[src/slmrc_consts.svh]
// constants of the sleep and reset control block: offsets, fields, resets, timing
// assumes inclusion by bare name from design files that need them
`ifndef SLMRC_CONSTS_SVH
`define SLMRC_CONSTS_SVH

// ==========================================================
// register offsets (byte addresses)
`define SLMRC_CTRL_OFS       8'h00
`define SLMRC_ASYNC_OFS      8'h04
`define SLMRC_STATUS_OFS     8'h08

// ==========================================================
// field positions
`define SLMRC_CTRL_EN_BIT    0
`define SLMRC_CTRL_MODE_LSB  1
`define SLMRC_ASYNC_SEL_BIT  0
`define SLMRC_STAT_PINRST    3
`define SLMRC_STAT_FUNC_LSB  4

// ==========================================================
// reset values
`define SLMRC_CTRL_RST       4'h0
`define SLMRC_ASYNC_RST      1'h0

// ==========================================================
// clock fuse decode and timing
`define SLMRC_CKSEL_RC_LO    4'h1
`define SLMRC_CKSEL_RC_HI    4'h4
`define SLMRC_CKSEL_XTAL_LO  4'h9
`define SLMRC_CLK_PERIOD_NS  4
`define SLMRC_RST_MIN_NS     2500
`define SLMRC_RST_MIN_CYC    ((`SLMRC_RST_MIN_NS + `SLMRC_CLK_PERIOD_NS - 1) / `SLMRC_CLK_PERIOD_NS)

`endif

[src/slmrc_pkg.sv]
// types shared by the sleep and reset control block
// assumes nothing beyond a systemverilog compiler
package slmrc_pkg;

    // ==========================================================
    // sleep modes as software selects them
    typedef enum logic [2:0] {
        slmrc_mode_idle,
        slmrc_mode_noise,
        slmrc_mode_power_down,
        slmrc_mode_power_save,
        slmrc_mode_standby
    } slmrc_mode_type;

    // sequencer states
    typedef enum logic [1:0] {
        slmrc_st_run,
        slmrc_st_sleep,
        slmrc_st_wake
    } slmrc_state_type;

    // function of the two upper port b pins
    typedef enum logic [1:0] {
        slmrc_pin_gpio,
        slmrc_pin_crystal,
        slmrc_pin_timer_osc
    } slmrc_pinfunc_type;

    // clock enables per domain, 1 = running
    typedef struct packed {
        logic cpu;
        logic io;
        logic spi;
        logic timers;
        logic adc;
        logic async_timer;
        logic osc;
        logic intr;
    } slmrc_gate_type;

endpackage

[src/slmrc_port_gate.sv]
// forces one port to high impedance while any reset condition holds
// purely combinational so it acts with no clock running
`timescale 1ns/1ps
`default_nettype none
module slmrc_port_gate #(
    parameter int W = 8
) (
    input  wire logic         in_reset,
    input  wire logic [W-1:0] gpio_o,
    input  wire logic [W-1:0] gpio_oe,
    output var  logic [W-1:0] pad_o,
    output var  logic [W-1:0] pad_oe
);
    // ==========================================================
    // no register in the path: reset must reach the pads with the clock stopped
    always_comb begin
        pad_o  = gpio_o;
        pad_oe = in_reset ? '0 : gpio_oe;
    end
endmodule // slmrc_port_gate
`default_nettype wire

[src/slmrc_pulse_filter.sv]
// qualifies a low level on the reset pin against a minimum length
// assumes pin_low is already synchronous to clk
`timescale 1ns/1ps
`default_nettype none
module slmrc_pulse_filter #(
    parameter int MIN_CYC = 625
) (
    input  wire logic clk,
    input  wire logic rst_n,
    input  wire logic pin_low,
    output var  logic hold
);
    logic [$clog2(MIN_CYC+1)-1:0] cnt_q;

    // ==========================================================
    // count consecutive low cycles; any high level restarts the count
    always_ff @(posedge clk or negedge rst_n) begin
        if (!rst_n) begin
            cnt_q <= '0;
        end else if (!pin_low) begin
            cnt_q <= '0;
        end else if (cnt_q != ($clog2(MIN_CYC+1))'(MIN_CYC)) begin
            cnt_q <= cnt_q + 1'b1;
        end
    end

    // reset stays on while the pin stays low after qualifying
    always_ff @(posedge clk or negedge rst_n) begin
        if (!rst_n) begin
            hold <= 1'b0;
        end else begin
            hold <= pin_low && (cnt_q == ($clog2(MIN_CYC+1))'(MIN_CYC));
        end
    end
endmodule // slmrc_pulse_filter
`default_nettype wire

[src/slmrc_top.sv]
// sleep mode sequencer, reset pin control and port b/c/d tri-state gating
// assumes an ahb-lite master on hclk and synchronous pin inputs
//
// Decided for this implementation: the AHB-Lite interface to the registers and the register addresses.
`timescale 1ns/1ps
`default_nettype none
`include "slmrc_consts.svh"
module slmrc_top #(
    parameter int RST_MIN_CYC = `SLMRC_RST_MIN_CYC
) (
    input  wire logic                        hclk,
    input  wire logic                        hresetn,
    // ahb-lite slave
    input  wire logic                        hsel,
    input  wire logic [7:0]                  haddr,
    input  wire logic [1:0]                  htrans,
    input  wire logic                        hwrite,
    input  wire logic [2:0]                  hsize,
    input  wire logic [31:0]                 hwdata,
    input  wire logic                        hready,
    output var  logic [31:0]                 hrdata,
    output var  logic                        hreadyout,
    output var  logic                        hresp,
    // cpu side
    input  wire logic                        sleep_instr,
    input  wire logic                        wake_irq,
    output var  logic                        cpu_reset_n,
    output var  logic                        cpu_resume,
    output var  slmrc_pkg::slmrc_gate_type   clk_gate,
    // fuses
    input  wire logic                        reset_pin_disable_fuse,
    input  wire logic [3:0]                  clock_select_fuses,
    // upper port b pin routing
    output var  slmrc_pkg::slmrc_pinfunc_type osc_pin_func,
    output var  logic                        crystal_in_sel,
    output var  logic                        crystal_out_sel,
    output var  logic                        timer_osc_in_sel,
    output var  logic                        timer_osc_out_sel,
    // port logic outputs before gating
    input  wire logic [7:0]                  port_b_o,
    input  wire logic [7:0]                  port_b_oe,
    input  wire logic [6:0]                  port_c_o,
    input  wire logic [6:0]                  port_c_oe,
    input  wire logic [7:0]                  port_d_o,
    input  wire logic [7:0]                  port_d_oe,
    // pads
    input  wire logic                        shared_reset_pin_i,
    output var  logic [7:0]                  pad_b_o,
    output var  logic [7:0]                  pad_b_oe,
    output var  logic [6:0]                  pad_c_o,
    output var  logic [6:0]                  pad_c_oe,
    output var  logic [7:0]                  pad_d_o,
    output var  logic [7:0]                  pad_d_oe
);
    // ==========================================================
    // declarations
    logic                         sleep_en_q;
    slmrc_pkg::slmrc_mode_type    mode_q;
    logic                         async_sel_q;
    logic                         pin_rst_flag_q;
    slmrc_pkg::slmrc_state_type   state_q;
    slmrc_pkg::slmrc_gate_type    gate_d;
    logic                         dp_write_q;
    logic [7:0]                   dp_addr_q;
    logic                         pin_is_reset;
    logic                         pin_low;
    logic                         pin_hold;
    logic                         in_reset;
    logic                         clk_int_rc;
    logic                         clk_crystal;
    logic                         addr_ok;
    logic                         clr_pinrst;
    logic [6:0]                   port_c_oe_eff;

    // ==========================================================
    // reset pin ownership and qualification
    assign pin_is_reset = !reset_pin_disable_fuse;
    assign pin_low      = pin_is_reset && !shared_reset_pin_i;

    slmrc_pulse_filter #(
        .MIN_CYC (RST_MIN_CYC)
    ) u_rst_filter (
        .clk     (hclk),
        .rst_n   (hresetn),
        .pin_low (pin_low),
        .hold    (pin_hold)
    );

    // raw low level also counts: pads float at once even with no clock
    assign in_reset    = !hresetn || pin_low || pin_hold;
    assign cpu_reset_n = !pin_hold;

    // ==========================================================
    // port tri-state gating, one instance per port
    // pc6 only drives as gpio when the fuse gives it up
    always_comb begin
        port_c_oe_eff    = port_c_oe;
        port_c_oe_eff[6] = port_c_oe[6] && !pin_is_reset;
    end

    slmrc_port_gate #(.W (8)) u_gate_b (
        .in_reset (in_reset),
        .gpio_o   (port_b_o),
        .gpio_oe  (port_b_oe),
        .pad_o    (pad_b_o),
        .pad_oe   (pad_b_oe)
    );

    slmrc_port_gate #(.W (7)) u_gate_c (
        .in_reset (in_reset),
        .gpio_o   (port_c_o),
        .gpio_oe  (port_c_oe_eff),
        .pad_o    (pad_c_o),
        .pad_oe   (pad_c_oe)
    );

    slmrc_port_gate #(.W (8)) u_gate_d (
        .in_reset (in_reset),
        .gpio_o   (port_d_o),
        .gpio_oe  (port_d_oe),
        .pad_o    (pad_d_o),
        .pad_oe   (pad_d_oe)
    );

    // ==========================================================
    // upper port b routing from clock fuses and the select bit
    assign clk_int_rc  = (clock_select_fuses >= `SLMRC_CKSEL_RC_LO) &&
                         (clock_select_fuses <= `SLMRC_CKSEL_RC_HI);
    assign clk_crystal = (clock_select_fuses >= `SLMRC_CKSEL_XTAL_LO);

    // registered so the pad muxes never see fuse decode glitches
    always_ff @(posedge hclk or negedge hresetn) begin
        if (!hresetn) begin
            osc_pin_func <= slmrc_pkg::slmrc_pin_gpio;
        end else if (clk_crystal) begin
            osc_pin_func <= slmrc_pkg::slmrc_pin_crystal;
        end else if (clk_int_rc && async_sel_q) begin
            osc_pin_func <= slmrc_pkg::slmrc_pin_timer_osc;
        end else begin
            osc_pin_func <= slmrc_pkg::slmrc_pin_gpio;
        end
    end

    // pb6 is amplifier/timer input, pb7 its output
    always_comb begin
        crystal_in_sel    = (osc_pin_func == slmrc_pkg::slmrc_pin_crystal);
        crystal_out_sel   = crystal_in_sel;
        timer_osc_in_sel  = (osc_pin_func == slmrc_pkg::slmrc_pin_timer_osc);
        timer_osc_out_sel = timer_osc_in_sel;
    end

    // ==========================================================
    // sleep sequencer
    // wake passes one cycle with peripherals back before the cpu restarts
    always_ff @(posedge hclk or negedge hresetn) begin
        if (!hresetn) begin
            state_q <= slmrc_pkg::slmrc_st_run;
        end else if (pin_hold) begin
            state_q <= slmrc_pkg::slmrc_st_run;
        end else begin
            case (state_q)
                slmrc_pkg::slmrc_st_run: begin
                    if (sleep_instr && sleep_en_q) begin
                        state_q <= slmrc_pkg::slmrc_st_sleep;
                    end
                end
                slmrc_pkg::slmrc_st_sleep: begin
                    if (wake_irq) begin
                        state_q <= slmrc_pkg::slmrc_st_wake;
                    end
                end
                slmrc_pkg::slmrc_st_wake: begin
                    state_q <= slmrc_pkg::slmrc_st_run;
                end
                default: begin
                    state_q <= slmrc_pkg::slmrc_st_run;
                end
            endcase
        end
    end

    // gate pattern for the state about to be entered
    always_comb begin
        gate_d = '1;
        case (state_q)
            slmrc_pkg::slmrc_st_run: begin
                if (sleep_instr && sleep_en_q && !pin_hold) begin
                    case (mode_q)
                        slmrc_pkg::slmrc_mode_noise: begin
                            gate_d = '0;
                            gate_d.async_timer = 1'b1;
                            gate_d.adc         = 1'b1;
                            gate_d.osc         = 1'b1;
                            gate_d.intr        = 1'b1;
                        end
                        slmrc_pkg::slmrc_mode_power_down: begin
                            gate_d = '0;
                            gate_d.intr = 1'b1;
                        end
                        slmrc_pkg::slmrc_mode_power_save: begin
                            gate_d = '0;
                            gate_d.async_timer = 1'b1;
                            gate_d.intr        = 1'b1;
                        end
                        slmrc_pkg::slmrc_mode_standby: begin
                            gate_d = '0;
                            gate_d.osc  = 1'b1;
                            gate_d.intr = 1'b1;
                        end
                        default: begin
                            gate_d.cpu = 1'b0;
                        end
                    endcase
                end
            end
            slmrc_pkg::slmrc_st_sleep: begin
                gate_d = clk_gate;
                if (wake_irq) begin
                    gate_d     = '1;
                    gate_d.cpu = 1'b0;
                end
            end
            slmrc_pkg::slmrc_st_wake: begin
                gate_d = '1;
            end
            default: begin
                gate_d = '1;
            end
        endcase
        if (pin_hold) begin
            gate_d = '1;
        end
    end

    // gates come from flip-flops so clock enables never glitch
    always_ff @(posedge hclk or negedge hresetn) begin
        if (!hresetn) begin
            clk_gate <= '1;
        end else begin
            clk_gate <= gate_d;
        end
    end

    // one-cycle resume strobe; registers and sram are never touched
    always_ff @(posedge hclk or negedge hresetn) begin
        if (!hresetn) begin
            cpu_resume <= 1'b0;
        end else begin
            cpu_resume <= (state_q == slmrc_pkg::slmrc_st_wake) && !pin_hold;
        end
    end

    // ==========================================================
    // ahb-lite slave, zero wait states, always okay
    assign hreadyout = 1'b1;
    assign hresp     = 1'b0;
    assign addr_ok   = hsel && hready && htrans[1];

    // address phase capture for the write data phase
    always_ff @(posedge hclk or negedge hresetn) begin
        if (!hresetn) begin
            dp_write_q <= 1'b0;
            dp_addr_q  <= 8'h00;
        end else begin
            dp_write_q <= addr_ok && hwrite;
            dp_addr_q  <= haddr;
        end
    end

    // control register: sleep enable and mode
    always_ff @(posedge hclk or negedge hresetn) begin
        if (!hresetn) begin
            sleep_en_q <= 1'(`SLMRC_CTRL_RST);
            mode_q     <= slmrc_pkg::slmrc_mode_idle;
        end else if (dp_write_q && dp_addr_q == `SLMRC_CTRL_OFS) begin
            sleep_en_q <= hwdata[`SLMRC_CTRL_EN_BIT];
            mode_q     <= slmrc_pkg::slmrc_mode_type'(hwdata[`SLMRC_CTRL_MODE_LSB +: 3]);
        end
    end

    // asynchronous timer clock select
    always_ff @(posedge hclk or negedge hresetn) begin
        if (!hresetn) begin
            async_sel_q <= `SLMRC_ASYNC_RST;
        end else if (dp_write_q && dp_addr_q == `SLMRC_ASYNC_OFS) begin
            async_sel_q <= hwdata[`SLMRC_ASYNC_SEL_BIT];
        end
    end

    // pin reset seen flag; write one clears, a new reset wins
    assign clr_pinrst = dp_write_q && dp_addr_q == `SLMRC_STATUS_OFS &&
                        hwdata[`SLMRC_STAT_PINRST];
    always_ff @(posedge hclk or negedge hresetn) begin
        if (!hresetn) begin
            pin_rst_flag_q <= 1'b0;
        end else if (pin_hold) begin
            pin_rst_flag_q <= 1'b1;
        end else if (clr_pinrst) begin
            pin_rst_flag_q <= 1'b0;
        end
    end

    // read data registered at the address phase; unmapped reads zero
    always_ff @(posedge hclk or negedge hresetn) begin
        if (!hresetn) begin
            hrdata <= 32'h0000_0000;
        end else if (addr_ok && !hwrite) begin
            hrdata <= 32'h0000_0000;
            case (haddr)
                `SLMRC_CTRL_OFS: begin
                    hrdata[`SLMRC_CTRL_EN_BIT]          <= sleep_en_q;
                    hrdata[`SLMRC_CTRL_MODE_LSB +: 3]   <= mode_q;
                end
                `SLMRC_ASYNC_OFS: begin
                    hrdata[`SLMRC_ASYNC_SEL_BIT]        <= async_sel_q;
                end
                `SLMRC_STATUS_OFS: begin
                    hrdata[1:0]                         <= state_q;
                    hrdata[`SLMRC_STAT_PINRST]          <= pin_rst_flag_q;
                    hrdata[`SLMRC_STAT_FUNC_LSB +: 2]   <= osc_pin_func;
                end
                default: begin
                    hrdata <= 32'h0000_0000;
                end
            endcase
        end
    end

endmodule // slmrc_top
`default_nettype wire

[config.mk]
export PLATFORM = sky130hd
export DESIGN_NAME = slmrc_top
export DESIGN_NICKNAME = d
export VERILOG_FILES = /design/src/slmrc_pkg.sv /design/src/slmrc_port_gate.sv /design/src/slmrc_pulse_filter.sv /design/src/slmrc_top.sv
export VERILOG_INCLUDE_DIRS = /design/src /design/src/src
export SDC_FILE = /design/constraint.sdc
export NUM_CORES = 1
export LEC_CHECK = 0
export BUFFER_PORTS_ARGS = -buffer_cell sky130_fd_sc_hd__buf_2
export CORE_ASPECT_RATIO = 1.75
export CORE_MARGIN = 2
export CORE_UTILIZATION = 39
export CTS_CLUSTER_DIAMETER = 100
export DETAILED_ROUTE_END_ITERATION = 6
export PLACE_DENSITY = 0.92
export SLEW_MARGIN = 0
export SYNTH_ARGS = -nofsm -noshare
export SYNTH_HDL_FRONTEND = slang
export SYNTH_SLANG_ARGS = --single-unit
[constraint.sdc]
create_clock -name hclk -period 2.3 [get_ports hclk]
set_input_delay 0.46 -clock hclk [delete_from_list [all_inputs] [get_ports hclk]]
set_output_delay 0.46 -clock hclk [all_outputs]
set_load 0.01 [all_outputs]
==> reports/metrics.csv <==
metric;value;unit
synthesized area;2424;µm²
commonest non-fill, non-tap cell in the layout;buf_2;
Slew Limit Fails;0;
CTS tree;done;
Avg Inst Size Synth;10.06;µm²
Worst Slack Setup Final;0.2467;ns
first-pass iteration count of the detailed router;4;
Core Area;6086;µm²
skew final;0.002062;ns
setup TNS;0;ns
CP Class;flop to output port;
Static Leak;0.001351;µW
port bufs;92;
CTS sink count;42;
Fill cells;597;
Skew-Pair Late Insertion Delay;0.29;ns
Primary FF master, synth;dfrtp_1;
final worst-path cycle share;0.8927;
Crit. End Element;output port;
area post-placement;2653;µm²
multi-input logic area;991.0;µm²
synthesis-to-finish area growth;13.22;%
min cycle time layout;2.053;ns
Tightest Hold Check Type;input pin to flop;
asr flop ratio synth;1.000;
worst slew pin tran;0.5196;ns
DP Worst Slack;0.2283;ns
Sequential Power Share;0.542;
width of the die;63.59;µm
Max-slew headroom;0.6536;
sequential area share after synthesis;0.4362;
Synth Area in Compound Gates;0.09086;
RSZ-0062 raised after global routing;false;
full die area;6886;µm²
met3 WL;421;µm
Clock power frac;0.338;
initial antenna violation count;0;
Comb pwr share;0.120;
peak supply drop;0.2806;mV
final instance area;2744;µm²
Psw;367.7;µW
final setup fails;0;
initial drt markers;55;
initial core utilization;0.3982;
number of synthesized flops with an enable pin;0;
Fin. Hold Viols;0;
Adder-Cell Fraction of Synth Area;0.01033;
drt total wl;5.274;mm
pwr/cell area;510.5;nW/µm²
Sw Share;0.2625;
WL met1;1.898;mm
Global Route Usage Sum;0.1435;
vias in the first global route;1677;
total power;1401;µW
CTS HTree Levels;2;
Ys Warns;0;
Clock transition at path regs;0.08;ns
highest-count cells in the layout ignoring fill and taps;buf_2, dfrtp_1, conb_1, and2_1, nand2_1;
via-per-instance ratio;4.801;
highest routed metal layer;met4;
row cnt;38;
fmax;487.0;MHz
first-pass GRT wire length;7.790;mm
worst-path fanout max;22;
flops & latches, synth;42;
Post-Synthesis Cells;241;
mux share of post-synthesis cell area;0.03975;
routed wl met2;2.717;mm
CTS buffer count;5;
number of max-cap violations;0;
hold_sp;haddr[1];
Max clock buf depth;2;
Startpoint Class;flop;
routed via count;1853;
antenna-violating nets left;0;
crit path from;u_rst_filter.hold;
Int Pwr;1033;µW
Remaining Overflow, GRT;0;
routability-driven placement congestion ratio;0.6910;
Root Driver;clkbuf_8;
fin nets;411;
synth unique cells;44;
Post-DP HPWL;4.206;mm
WL per Instance;13.66;µm
IO Count;200;
Antenna Cells;0;
worst path required time;1.84;ns
XOR/XNOR Fraction of Synth Area;0.01446;
FF-to-FF Start;dp_addr_q[4];
Setup Buffers After CTS;0;
die span in y;108.3;µm
Post-route DRC;0;
Simple-Gate Fraction of Synth Area;0.2081;
largest family of logic cells by synthesized area;simple AND/OR/NAND/NOR gates;
largest net degree at the start of global routing;43;
share of layout cells above drive strength 1;0.4052;
Sequential Area;1057;µm²
Critical Path AT;1.59;ns
status;finished, final reports clean;
cell families after synthesis:
kind of cell             after synthesis
XOR/XNOR                               4
other                                  2
buffers and inverters                 71
flip-flops                            42
AND/OR/NAND/NOR                       83
AO/OA/AOI/OAI                         28
adder cells (fa/ha/maj)                2
multiplexers                           9
critical path: stages (launching register included):
cell     delay (ns)
dfrtp_1        0.40
inv_1          0.17
and3_2         0.39
and2_1         0.20
buf_2          0.13
layer usage:
metal	vias to the layer above	track usage
met1	866	0.1487
met3	20	0.03746
li1	867	-
met2	100	0.2534
met5	-	0
met4	0	0.09161
cell type report:
class,instances,share of cell area
repair buffers,95,0.1760
clock buffers,5,0.02508
flip-flops and latches,42,0.3853
inverters,6,0.008208
multi-input cells,155,0.3611
clock inverters,3,0.007752
well taps,80,0.03648
power by group through the flow:
| stage | Combinational, µW | Clock (µW) | Sequential [µW] |
|---|---|---|---|
| 6_report | 168 | 474 | 759 |
| 3_5_place_dp | 169 | 0 | 773 |
| 3_3_place_gp | 163 | 0 | 772 |
| 2_1_floorplan | 157 | 0 | 772 |
| 5_1_grt | 186 | 522 | 761 |
| 4_1_cts | 169 | 493 | 759 |
cell usage after synthesis (3+ instances only):
cell	number	share of area
mux2i_1	4	0.017
dfstp_2	5	0.054
nand2_1	16	0.025
clkbuf_1	8	0.012
nor3_1	3	0.0062
mux2_2	5	0.023
a21oi_1	6	0.012
o31ai_1	3	0.0093
buf_4	56	0.17
nor2_1	4	0.0062
o21ai_0	5	0.010
nor2b_1	3	0.0077
dfrtp_1	37	0.38
inv_1	6	0.0093
o31ai_2	4	0.021
nand3_1	4	0.0083
and2_1	22	0.057
or3_1	4	0.010
nor4_1	4	0.010
or4_1	5	0.015
path summary, 6_finish.rpt:
| path | end | slack, ns | depth (start not counted) |
|---|---|---|---|
| setup reg to reg | sleep_en_q | 0.43 | 3 |
| hold reg to reg | cpu_resume | 0.49 | 1 |
| hold / removal | dp_addr_q[1] | 0.27 | 1 |
| min in group asynchronous | u_rst_filter.cnt_q[4] | 0.32 | 2 |
| max in group asynchronous | clk_gate[3] | 1.62 | 2 |
| setup / recovery | pad_d_oe[5] | 0.25 | 4 |
flip-flops by register name, indices dropped and copies added (netlist names), 2 cells and up:
register and flops:
clk_gate 5, dp_addr_q 8, hrdata 6, mode_q 3
osc_pin_func 2, state_q 2, u_rst_filter.cnt_q 10
stage by stage:
stage	hold WS (ns)	instances	util
global route	0.2610	386	0.4509
CTS	0.2627	386	0.4507
finish	0.2738	386	0.4509
global placement	0.4646	378	0.4359
detailed placement	0.4747	378	0.4359
floorplan	0.1644	268	-
repair_timing:
action | 4_1_cts | 5_1_grt
resized for setup | 0 | 1
setup endpoints to repair | 0 | 1
hold buffers | 0 | 0
No activity file was read; power rests on OpenSTA's default activity.
